## src/rtl/lic_pkg.sv

```systemverilog
// Package for the LED indicator control block: map, fields, resets, timing
package lic_pkg;
    // Register map
    localparam logic [11:0] LED_CONTROL_OFS = 12'he00;
    localparam logic [11:0] EEPROM_LOAD_OFS = 12'he04;

    // Field positions within led_control, per LED stride of 8 bits
    localparam int SEL_LSB = 0;
    localparam int FLIP_BIT = 6;
    localparam int FLASH_BIT = 7;
    localparam int RATE_BIT = 5;
    localparam int LED_STRIDE = 8;
    localparam int NUM_LEDS = 4;

    // Writable bit mask: reserved bits 4, 12, 13, 20, 21, 28, 29 read zero
    localparam logic [31:0] CTRL_WMASK = 32'hcfcfcfef;

    // Built-in fallback of the configuration image
    localparam logic [31:0] CTRL_RESET = 32'h07068302;

    // Source selector codes
    localparam logic [3:0] SEL_LINK_10_1000 = 4'h0;
    localparam logic [3:0] SEL_LINK_100_1000 = 4'h1;
    localparam logic [3:0] SEL_LINK_UP = 4'h2;
    localparam logic [3:0] SEL_FILTER_ACT = 4'h3;
    localparam logic [3:0] SEL_LINK_IDLE = 4'h4;
    localparam logic [3:0] SEL_LINK_10 = 4'h5;
    localparam logic [3:0] SEL_LINK_100 = 4'h6;
    localparam logic [3:0] SEL_LINK_1000 = 4'h7;
    localparam logic [3:0] SEL_PIN_MIRROR = 4'h8;
    localparam logic [3:0] SEL_FULL_DUPLEX = 4'h9;
    localparam logic [3:0] SEL_COLLISION = 4'ha;
    localparam logic [3:0] SEL_ACTIVITY = 4'hb;
    localparam logic [3:0] SEL_BUS_SIZE = 4'hc;
    localparam logic [3:0] SEL_PAUSED = 4'hd;
    localparam logic [3:0] SEL_FORCE_LIT = 4'he;
    localparam logic [3:0] SEL_FORCE_DARK = 4'hf;

    // Blink timing; half period scaled by five for the slowed blink
    localparam longint CLK_HZ = 50000000;
    localparam longint SLOW_HALF_MS = 200;
    localparam longint FAST_HALF_MS = 83;
    localparam longint BLINK_SCALE = 5;
    localparam longint SLOW_HALF_CYC =
        SLOW_HALF_MS * BLINK_SCALE * CLK_HZ / 1000;
    localparam longint FAST_HALF_CYC =
        FAST_HALF_MS * BLINK_SCALE * CLK_HZ / 1000;

    // Link speed encoding
    typedef enum logic [1:0] {
        LIC_SPD_10 = 2'h0,
        LIC_SPD_100 = 2'h1,
        LIC_SPD_1000 = 2'h2
    } lic_speed_t;

    // Link status carried from the MAC/PHY
    typedef struct packed {
        logic link_up;
        lic_speed_t speed;
        logic full_duplex;
        logic filt_activity;
        logic activity;
        logic collision;
        logic bus_wide;
        logic tx_paused;
    } lic_link_t;

    // Configuration image from the EEPROM loader
    typedef struct packed {
        logic valid;
        logic [31:0] value;
    } lic_cfg_t;

    // Whole state of the block
    typedef struct packed {
        logic [31:0] ctrl;
        logic [31:0] blink_cnt;
        logic blink_phase;
        logic cfg_loaded;
        logic dp_pend;
        logic dp_write;
        logic [11:0] dp_addr;
        logic [31:0] rdata;
        logic [3:0] led;
    } lic_state_t;
endpackage : lic_pkg

```

## src/rtl/lic_led_control.sv

```systemverilog
// LED indicator control: register, source select, invert and blink
`timescale 1ns/1ps
module lic_led_control (
    input wire logic REF_CLK,
    input wire logic RSTN,
    input wire logic HSEL,
    input wire logic [31:0] HADDR,
    input wire logic [1:0] HTRANS,
    input wire logic HWRITE,
    input wire logic [2:0] HSIZE,
    input wire logic [31:0] HWDATA,
    input wire logic HREADY,
    output logic [31:0] HRDATA,
    output logic HREADYOUT,
    output logic HRESP,
    input wire lic_pkg::lic_link_t LINK,
    input wire logic [3:0] SOFTWARE_PIN,
    input wire lic_pkg::lic_cfg_t CFG,
    output logic [3:0] LED
);
    lic_pkg::lic_state_t s_r;
    lic_pkg::lic_state_t s_nxt;
    logic [3:0] src;
    logic [31:0] half_cyc;
    logic wr_ctrl;
    logic [31:0] wr_val;
    logic [3:0] lit;

    // Source of one LED from its four-bit selector
    function automatic logic pick_source(input logic [3:0] sel,
                                         input lic_pkg::lic_link_t l,
                                         input logic pin);
        logic up;
        logic s10;
        logic s100;
        logic s1000;
        up = l.link_up;
        s10 = up && (l.speed == lic_pkg::LIC_SPD_10);
        s100 = up && (l.speed == lic_pkg::LIC_SPD_100);
        s1000 = up && (l.speed == lic_pkg::LIC_SPD_1000);
        case (sel)
            lic_pkg::SEL_LINK_10_1000: pick_source = s10 | s1000;
            lic_pkg::SEL_LINK_100_1000: pick_source = s100 | s1000;
            lic_pkg::SEL_LINK_UP: pick_source = up;
            lic_pkg::SEL_FILTER_ACT: pick_source = up & l.filt_activity;
            lic_pkg::SEL_LINK_IDLE: pick_source = up & ~l.activity;
            lic_pkg::SEL_LINK_10: pick_source = s10;
            lic_pkg::SEL_LINK_100: pick_source = s100;
            lic_pkg::SEL_LINK_1000: pick_source = s1000;
            lic_pkg::SEL_PIN_MIRROR: pick_source = pin;
            lic_pkg::SEL_FULL_DUPLEX: pick_source = up & l.full_duplex;
            lic_pkg::SEL_COLLISION: pick_source = l.collision;
            lic_pkg::SEL_ACTIVITY: pick_source = l.activity;
            lic_pkg::SEL_BUS_SIZE: pick_source = l.bus_wide;
            lic_pkg::SEL_PAUSED: pick_source = l.tx_paused;
            lic_pkg::SEL_FORCE_LIT: pick_source = 1'b1;
            lic_pkg::SEL_FORCE_DARK: pick_source = 1'b0;
            default: pick_source = 1'b0;
        endcase
    endfunction : pick_source

    // Sources of all four LEDs, one field group per stride
    always_comb begin
        for (int i = 0; i < lic_pkg::NUM_LEDS; i++) begin
            src[i] = pick_source(
                s_r.ctrl[i*lic_pkg::LED_STRIDE+lic_pkg::SEL_LSB +: 4],
                LINK, SOFTWARE_PIN[i]);
        end
    end

    // Half blink period, scaled by five
    assign half_cyc = s_r.ctrl[lic_pkg::RATE_BIT] ?
        32'(lic_pkg::FAST_HALF_CYC) : 32'(lic_pkg::SLOW_HALF_CYC);

    // Data phase write to the control register
    assign wr_ctrl = s_r.dp_pend && s_r.dp_write &&
        (s_r.dp_addr == lic_pkg::LED_CONTROL_OFS);
    assign wr_val = HWDATA & lic_pkg::CTRL_WMASK;

    // Next state
    always_comb begin
        s_nxt = s_r;
        lit = 4'h0;
        // Shared blink counter for every LED
        if (s_r.blink_cnt >= half_cyc - 32'h00000001) begin
            s_nxt.blink_cnt = 32'h00000000;
            s_nxt.blink_phase = ~s_r.blink_phase;
        end else begin
            s_nxt.blink_cnt = s_r.blink_cnt + 32'h00000001;
        end
        // Configuration image loads once; a bus write in the same cycle wins
        if (!s_r.cfg_loaded && CFG.valid) begin
            s_nxt.ctrl = CFG.value & lic_pkg::CTRL_WMASK;
            s_nxt.cfg_loaded = 1'b1;
        end
        if (wr_ctrl) begin
            s_nxt.ctrl = wr_val;
        end
        // Address phase capture
        s_nxt.dp_pend = 1'b0;
        if (HSEL && HREADY && HTRANS[1]) begin
            s_nxt.dp_pend = 1'b1;
            s_nxt.dp_write = HWRITE;
            s_nxt.dp_addr = HADDR[11:0];
            case (HADDR[11:0])
                lic_pkg::LED_CONTROL_OFS: s_nxt.rdata = s_nxt.ctrl;
                lic_pkg::EEPROM_LOAD_OFS:
                    s_nxt.rdata = {31'h00000000, s_r.cfg_loaded};
                default: s_nxt.rdata = 32'h00000000;
            endcase
        end
        // Invert, then blink the asserted source
        for (int i = 0; i < lic_pkg::NUM_LEDS; i++) begin
            lit[i] = src[i] ^
                s_r.ctrl[i*lic_pkg::LED_STRIDE+lic_pkg::FLIP_BIT];
            if (s_r.ctrl[i*lic_pkg::LED_STRIDE+lic_pkg::FLASH_BIT]) begin
                s_nxt.led[i] = lit[i] & s_r.blink_phase;
            end else begin
                s_nxt.led[i] = lit[i];
            end
        end
    end

    // State register
    always_ff @(posedge REF_CLK or negedge RSTN) begin
        if (!RSTN) begin
            s_r <= '0;
            s_r.ctrl <= lic_pkg::CTRL_RESET;
        end else begin
            s_r <= s_nxt;
        end
    end

    assign HRDATA = s_r.rdata;
    assign HREADYOUT = 1'b1; // Zero wait states
    assign HRESP = 1'b0;
    assign LED = s_r.led;
endmodule : lic_led_control

```

## config.mk

```make
export PLATFORM = sky130hd
export DESIGN_NAME = lic_led_control
export DESIGN_NICKNAME = d
export VERILOG_FILES = /design/src/rtl/lic_pkg.sv /design/src/rtl/lic_led_control.sv
export SDC_FILE = /design/constraint.sdc
export NUM_CORES = 1
export LEC_CHECK = 0
export ABC_AREA = 1
export BUFFER_PORTS_ARGS = -buffer_cell sky130_fd_sc_hd__buf_4
export CAP_MARGIN = 25
export CORE_MARGIN = 4
export CORE_UTILIZATION = 49
export DETAILED_ROUTE_END_ITERATION = 10
export HOLD_SLACK_MARGIN = 0.03
export MAX_ROUTING_LAYER = met4
export PLACE_DENSITY_LB_ADDON = 0.2
export SYNTH_ARGS = -nofsm -noshare
export SYNTH_HDL_FRONTEND = slang
export SYNTH_SLANG_ARGS = --single-unit
```

## constraint.sdc

```tcl
create_clock -name REF_CLK -period 1.9 [get_ports REF_CLK]
set_input_delay 0 -clock REF_CLK [delete_from_list [all_inputs] [get_ports REF_CLK]]
set_output_delay 0 -clock REF_CLK [all_outputs]
set_load 0.05 [all_outputs]
```

**Word level (Yosys, flattened, before mapping)**

Cells that the tools add are included.

- Flip-flop bits (word level): 116
- Latch bits: 0
- RAM bits: 0
- Bits in read-only memories: 0
- Bits of input ports: 120
- Output and inout port bits: 38
- Logic and storage cells: 120
- Memories: 0

- Add/subtract/negate cells: 2
- Multiply operators: 0
- Divide/modulo/power cells: 0
- Order comparisons: 1
- Equality and inequality tests: 65
- Shift-type cells: 0
- Muxes and demuxes: 14
- Bitwise logic cells: 15
- Reductions and logical operators: 14

Operator list:

| kind | count |
|---|---|
| equality test 4 bit, second input constant | 32 |
| two-way mux 32 bit | 3 |
| equality test 4 x 3 -> 1 bit, second input constant | 16 |
| one-hot mux 1 bit (16 select lines) | 4 |
| one-hot mux 32 bit (2 select lines) | 1 |
| two-way mux 46 bit | 1 |
| equality test 12 bit, second input constant | 3 |
| adder 32 x 1 -> 32 bit, second input constant | 1 |
| equality test 4 x 2 -> 1 bit, second input constant | 8 |
| greater-or-equal comparator 32 bit | 1 |
| subtractor 26 x 1 -> 27 bit, second input constant | 1 |
| two-way mux 26 bit | 1 |
| equality test 4 x 1 -> 1 bit, second input constant | 4 |
| zero test 4 bit | 4 |
| logical AND 1 bit | 8 |
| bitwise AND 1 bit | 7 |
| two-way mux 1 bit | 4 |
| XOR 1 bit | 4 |
| equality test 2 x 1 -> 1 bit, second input constant | 1 |
| equality test 2 bit, second input constant | 1 |
| zero test 2 bit | 1 |
| NOT 1 bit | 2 |
| OR 1 bit | 2 |
| zero test 1 bit | 1 |

**Longest topological paths before layout**

- Depth in word-level cells: 7
- Depth in mapped cells: 12
- Depth with buffers taken out: 12

**Worst setup path before layout**

OpenSTA, ideal clock, no wires.

- Path kind: flip-flop to flip-flop
- Start: register s_r[89] in the netlist's numbering
- End: register s_r[77] in the netlist's numbering
- Library setup time: 0.071 ns
- Data arrival time: 1.738 ns
- Required time: 1.829 ns
- Setup slack: 0.090 ns
- Stages on the path, launching flop included: 12
- Buffers on the path: 1
- Clock period less this slack: 1.810 ns
- Cell sequence: dfrtp_1 -> inv_1 -> ha_1 -> a21o_1 -> nor2_1 -> nand2_1 -> nand2_1 -> nand3_1 -> nand2_1 -> nand2_4 -> buf_6 -> nor2_1

RTL lines:

| element | line | text |
|---|---|---|
| from (decl) | lic_led_control.sv:21 | `lic_pkg::lic_state_t s_r;` |
| from (signal assigned) | lic_led_control.sv:130 | `s_r <= s_nxt;` |

==> metrics.csv <==
metric,value,unit
status,"complete, no violations",
clk buf depth,2,
largest net degree at the start of global routing,55,
Crit Path Category,reg2reg,
fillers,1072,
Worst Setup Start Kind,register,
num rows,41,
PortBufs,117,
Comb power frac,0.110,
DR vias/cell,5.034,
initial DRC count,410,
IO Count,158,
Placer Congestion,0.9148,
first-pass detailed-route iteration total,5,
first-pass GRT wire length,28380,um
Net Switching,0.001647,W
final instance area,8708,sq um
FF-to-FF Start,s_r[89],
H-tree Lvls,4,
DP Wirelength,11980,um
DR WL/cell,14.97,um
"Req. time, crit path",2.20,ns
vias in the first global route,5765,
min cycle time layout,1.837,ns
HP Class,in2reg,
clock share of power,0.493,
share of the synthesized area in the top cell type,0.4157,
Seq cells post-synth,116,
P_leak,4.356,nW
core footprint,12720,sq um
largest cells by area after synthesis,"dfrtp_1 42%, nand2_1 13%, nand3_1 5.5%",
initial antenna violation count,0,
CP max FO,8,
CTS tree,built,
DP Area,7371,sq um
final setup violation count,0,
Peak Freq,0.5444,GHz
"Reg clk slew, reported paths",0.06,ns
worst-case clock skew,0.008095,ns
"count leader, synth",nand2_1,
"FFs w/ async S/R, synth",1.000,
CTS Buf Count,17,
CP startpoint,s_r[89],
peak supply drop,0.4879,mV
number of flops mapped to enable cells by yosys,0,
Synth top cells by count,"219 x nand2_1, 107 x dfrtp_1, 92 x inv_1",
sequential cell area,2914,sq um
sequential fraction of the synthesis area,0.4524,
"Top FF cell, synth",dfrtp_1,
P_int,0.005033,W
CP Capture Type,register,
largest area contributor in the netlist,dfrtp_1,
Antenna Violating Nets Remaining,0,
worst-skew pair later-pin latency,0.41,ns
area grow syn2layout,35.20,%
DR DRC count,0,
Post-Route WL,17800,um
DIE AREA,15040,sq um
RSZ-0062 raised after global routing,true,
fin nets,1139,
Worst Hold Launch,CFG[19],
Final Hold Viols,0,
Pins Over Slew Limit,0,
share of cells above drive strength 1,0.2114,
Sw Ratio,0.2466,
area of the multi-input gates,2907,sq um
chip height,122.7,um
Final Non-Filler Cells,1189,
Final Cycle Share,0.9668,
Yosys cell types,37,
DR vias,5985,
Initial Util,0.5063,
total gr overflow,0,
max_cap viols,0,
final worst slack,0.06303,ns
Place WS,-0.02255,ns
Num Clock Sinks,116,
root buffer cell,clkbuf_16,
antenna cell count,0,
width of the die,122.7,um
cell area after synthesis,6441,sq um
Sequential Power Share,0.396,
Syn Inst Count,835,
total track usage,0.2513,
Yosys warning total,0,
"Arr. time, crit path",2.13,ns
pwr dens,767.1,nW/um^2
syn avg cell area,7.714,sq um
dpl cells,1092,
-- critical path: stages (launching register included) --
cell and delay, ns:
dfrtp_1 0.40, buf_4 0.18, ha_1 0.29, nand2_1 0.06
nor3_2 0.23, buf_4 0.16, a21oi_4 0.05, buf_4 0.16
nand2_4 0.13, nor2_1 0.05
-- cells by family after synthesis --
group	count (synthesis)	share of synthesized area
compound gates	98	0.08450
buf+inv	154	0.1164
xor+xnor	21	0.02856
simple gates	429	0.2879
other cells	2	0.001166
flops	116	0.4524
fa+ha+maj	15	0.02914
-- cell usage in the layout (no fill, tap or decap), types with 2 or more instances in the layout --
| cell type | n |
|---|---|
| o211ai_1 | 17 |
| nand2_8 | 4 |
| dfrtp_1 | 107 |
| a21oi_1 | 16 |
| nand3b_1 | 4 |
| nand2_1 | 217 |
| o21ai_0 | 59 |
| ha_1 | 15 |
| nor2_2 | 4 |
| nand3_1 | 70 |
| clkinvlp_4 | 5 |
| inv_1 | 91 |
| bufinv_16 | 3 |
| buf_4 | 140 |
| dlygate4sd3_1 | 60 |
| nor2_4 | 5 |
| xor2_1 | 14 |
| nor3_2 | 3 |
| clkinv_2 | 4 |
| clkbuf_8 | 2 |
| nand2_2 | 4 |
| nand4_1 | 12 |
| nand3_2 | 3 |
| buf_12 | 3 |
| nor3_1 | 11 |
| clkbuf_16 | 17 |
| nor2_1 | 89 |
| conb_1 | 7 |
| xnor2_1 | 7 |
| dfstp_2 | 9 |
-- per-stage QoR --
step	util	power [W]	TNS [ns]	hold WS [ns]
global placement	0.5794	0.003303	0	-0.008889
detailed placement	0.5794	0.003309	-0.2105	-0.002999
global route	0.6845	0.006943	-0.5483	0.08368
floorplan	-	0.003017	0	-0.2956
finish	0.6845	0.006680	0	0.05502
CTS	0.6757	0.006707	0	0.04045
-- worst paths after layout --
kind / end / slack [ns] / cells past startpoint
max in group asynchronous: s_r[101] / 1.13 / 3
worst min register to register: s_r[52] / 0.47 / 1
min in group asynchronous: s_r[54] / 0.10 / 2
worst max-delay path: s_r[56] / 0.06 / 9
worst max register to register: s_r[56] / 0.06 / 9
worst min-delay path: s_r[103] / 0.06 / 5
-- layout make-up --
class | count | area share
sequential | 116 | 0.3346
multi-input combinational | 573 | 0.3338
timing repair buffer | 203 | 0.1966
clock buffer | 19 | 0.05201
inverter | 93 | 0.04037
tap | 172 | 0.02471
clock inverter | 13 | 0.01796
-- state kept, by name, summed over array words and instances, names as in the netlist --
| name | flops |
|---|---|
| LED | 4 |
| HRDATA | 32 |
| s_r | 80 |
-- layer usage --
| layer | track usage | part of all wire | vias to the layer above | wire (um) |
|---|---|---|---|---|
| li1 | - | - | 2972 | - |
| met1 | 0.3378 | 0.45 | 2782 | 8052 |
| met2 | 0.3803 | 0.46 | 197 | 8259 |
| met3 | 0.05300 | 0.061 | 34 | 1078 |
| met4 | 0.08747 | 0.023 | 0 | 414 |
| met5 | - | 0 | - | 0 |
-- power groups by stage --
stage / Sequential (W) / Clock (W) / Combinational [W]
final: 0.00265 / 0.00330 / 0.000738
after global routing: 0.00266 / 0.00346 / 0.000821
after CTS: 0.00264 / 0.00334 / 0.000728
after detailed placement: 0.00269 / 0 / 0.000624
after global placement: 0.00268 / 0 / 0.000619
after floorplan: 0.00267 / 0 / 0.000350
-- timing repair --
| action | in CTS | in global routing |
|---|---|---|
| gates resized for setup | 3 | 16 |
| endpoints found under the hold margin | 169 | 0 |
| setup buffers | 0 | 2 |
| hold buffers | 60 | 0 |
| pin swaps | 0 | 5 |
| endpoints found under the setup margin | 26 | 29 |
| gates cloned | 0 | 3 |
No activity file was read; power rests on OpenSTA's default activity.
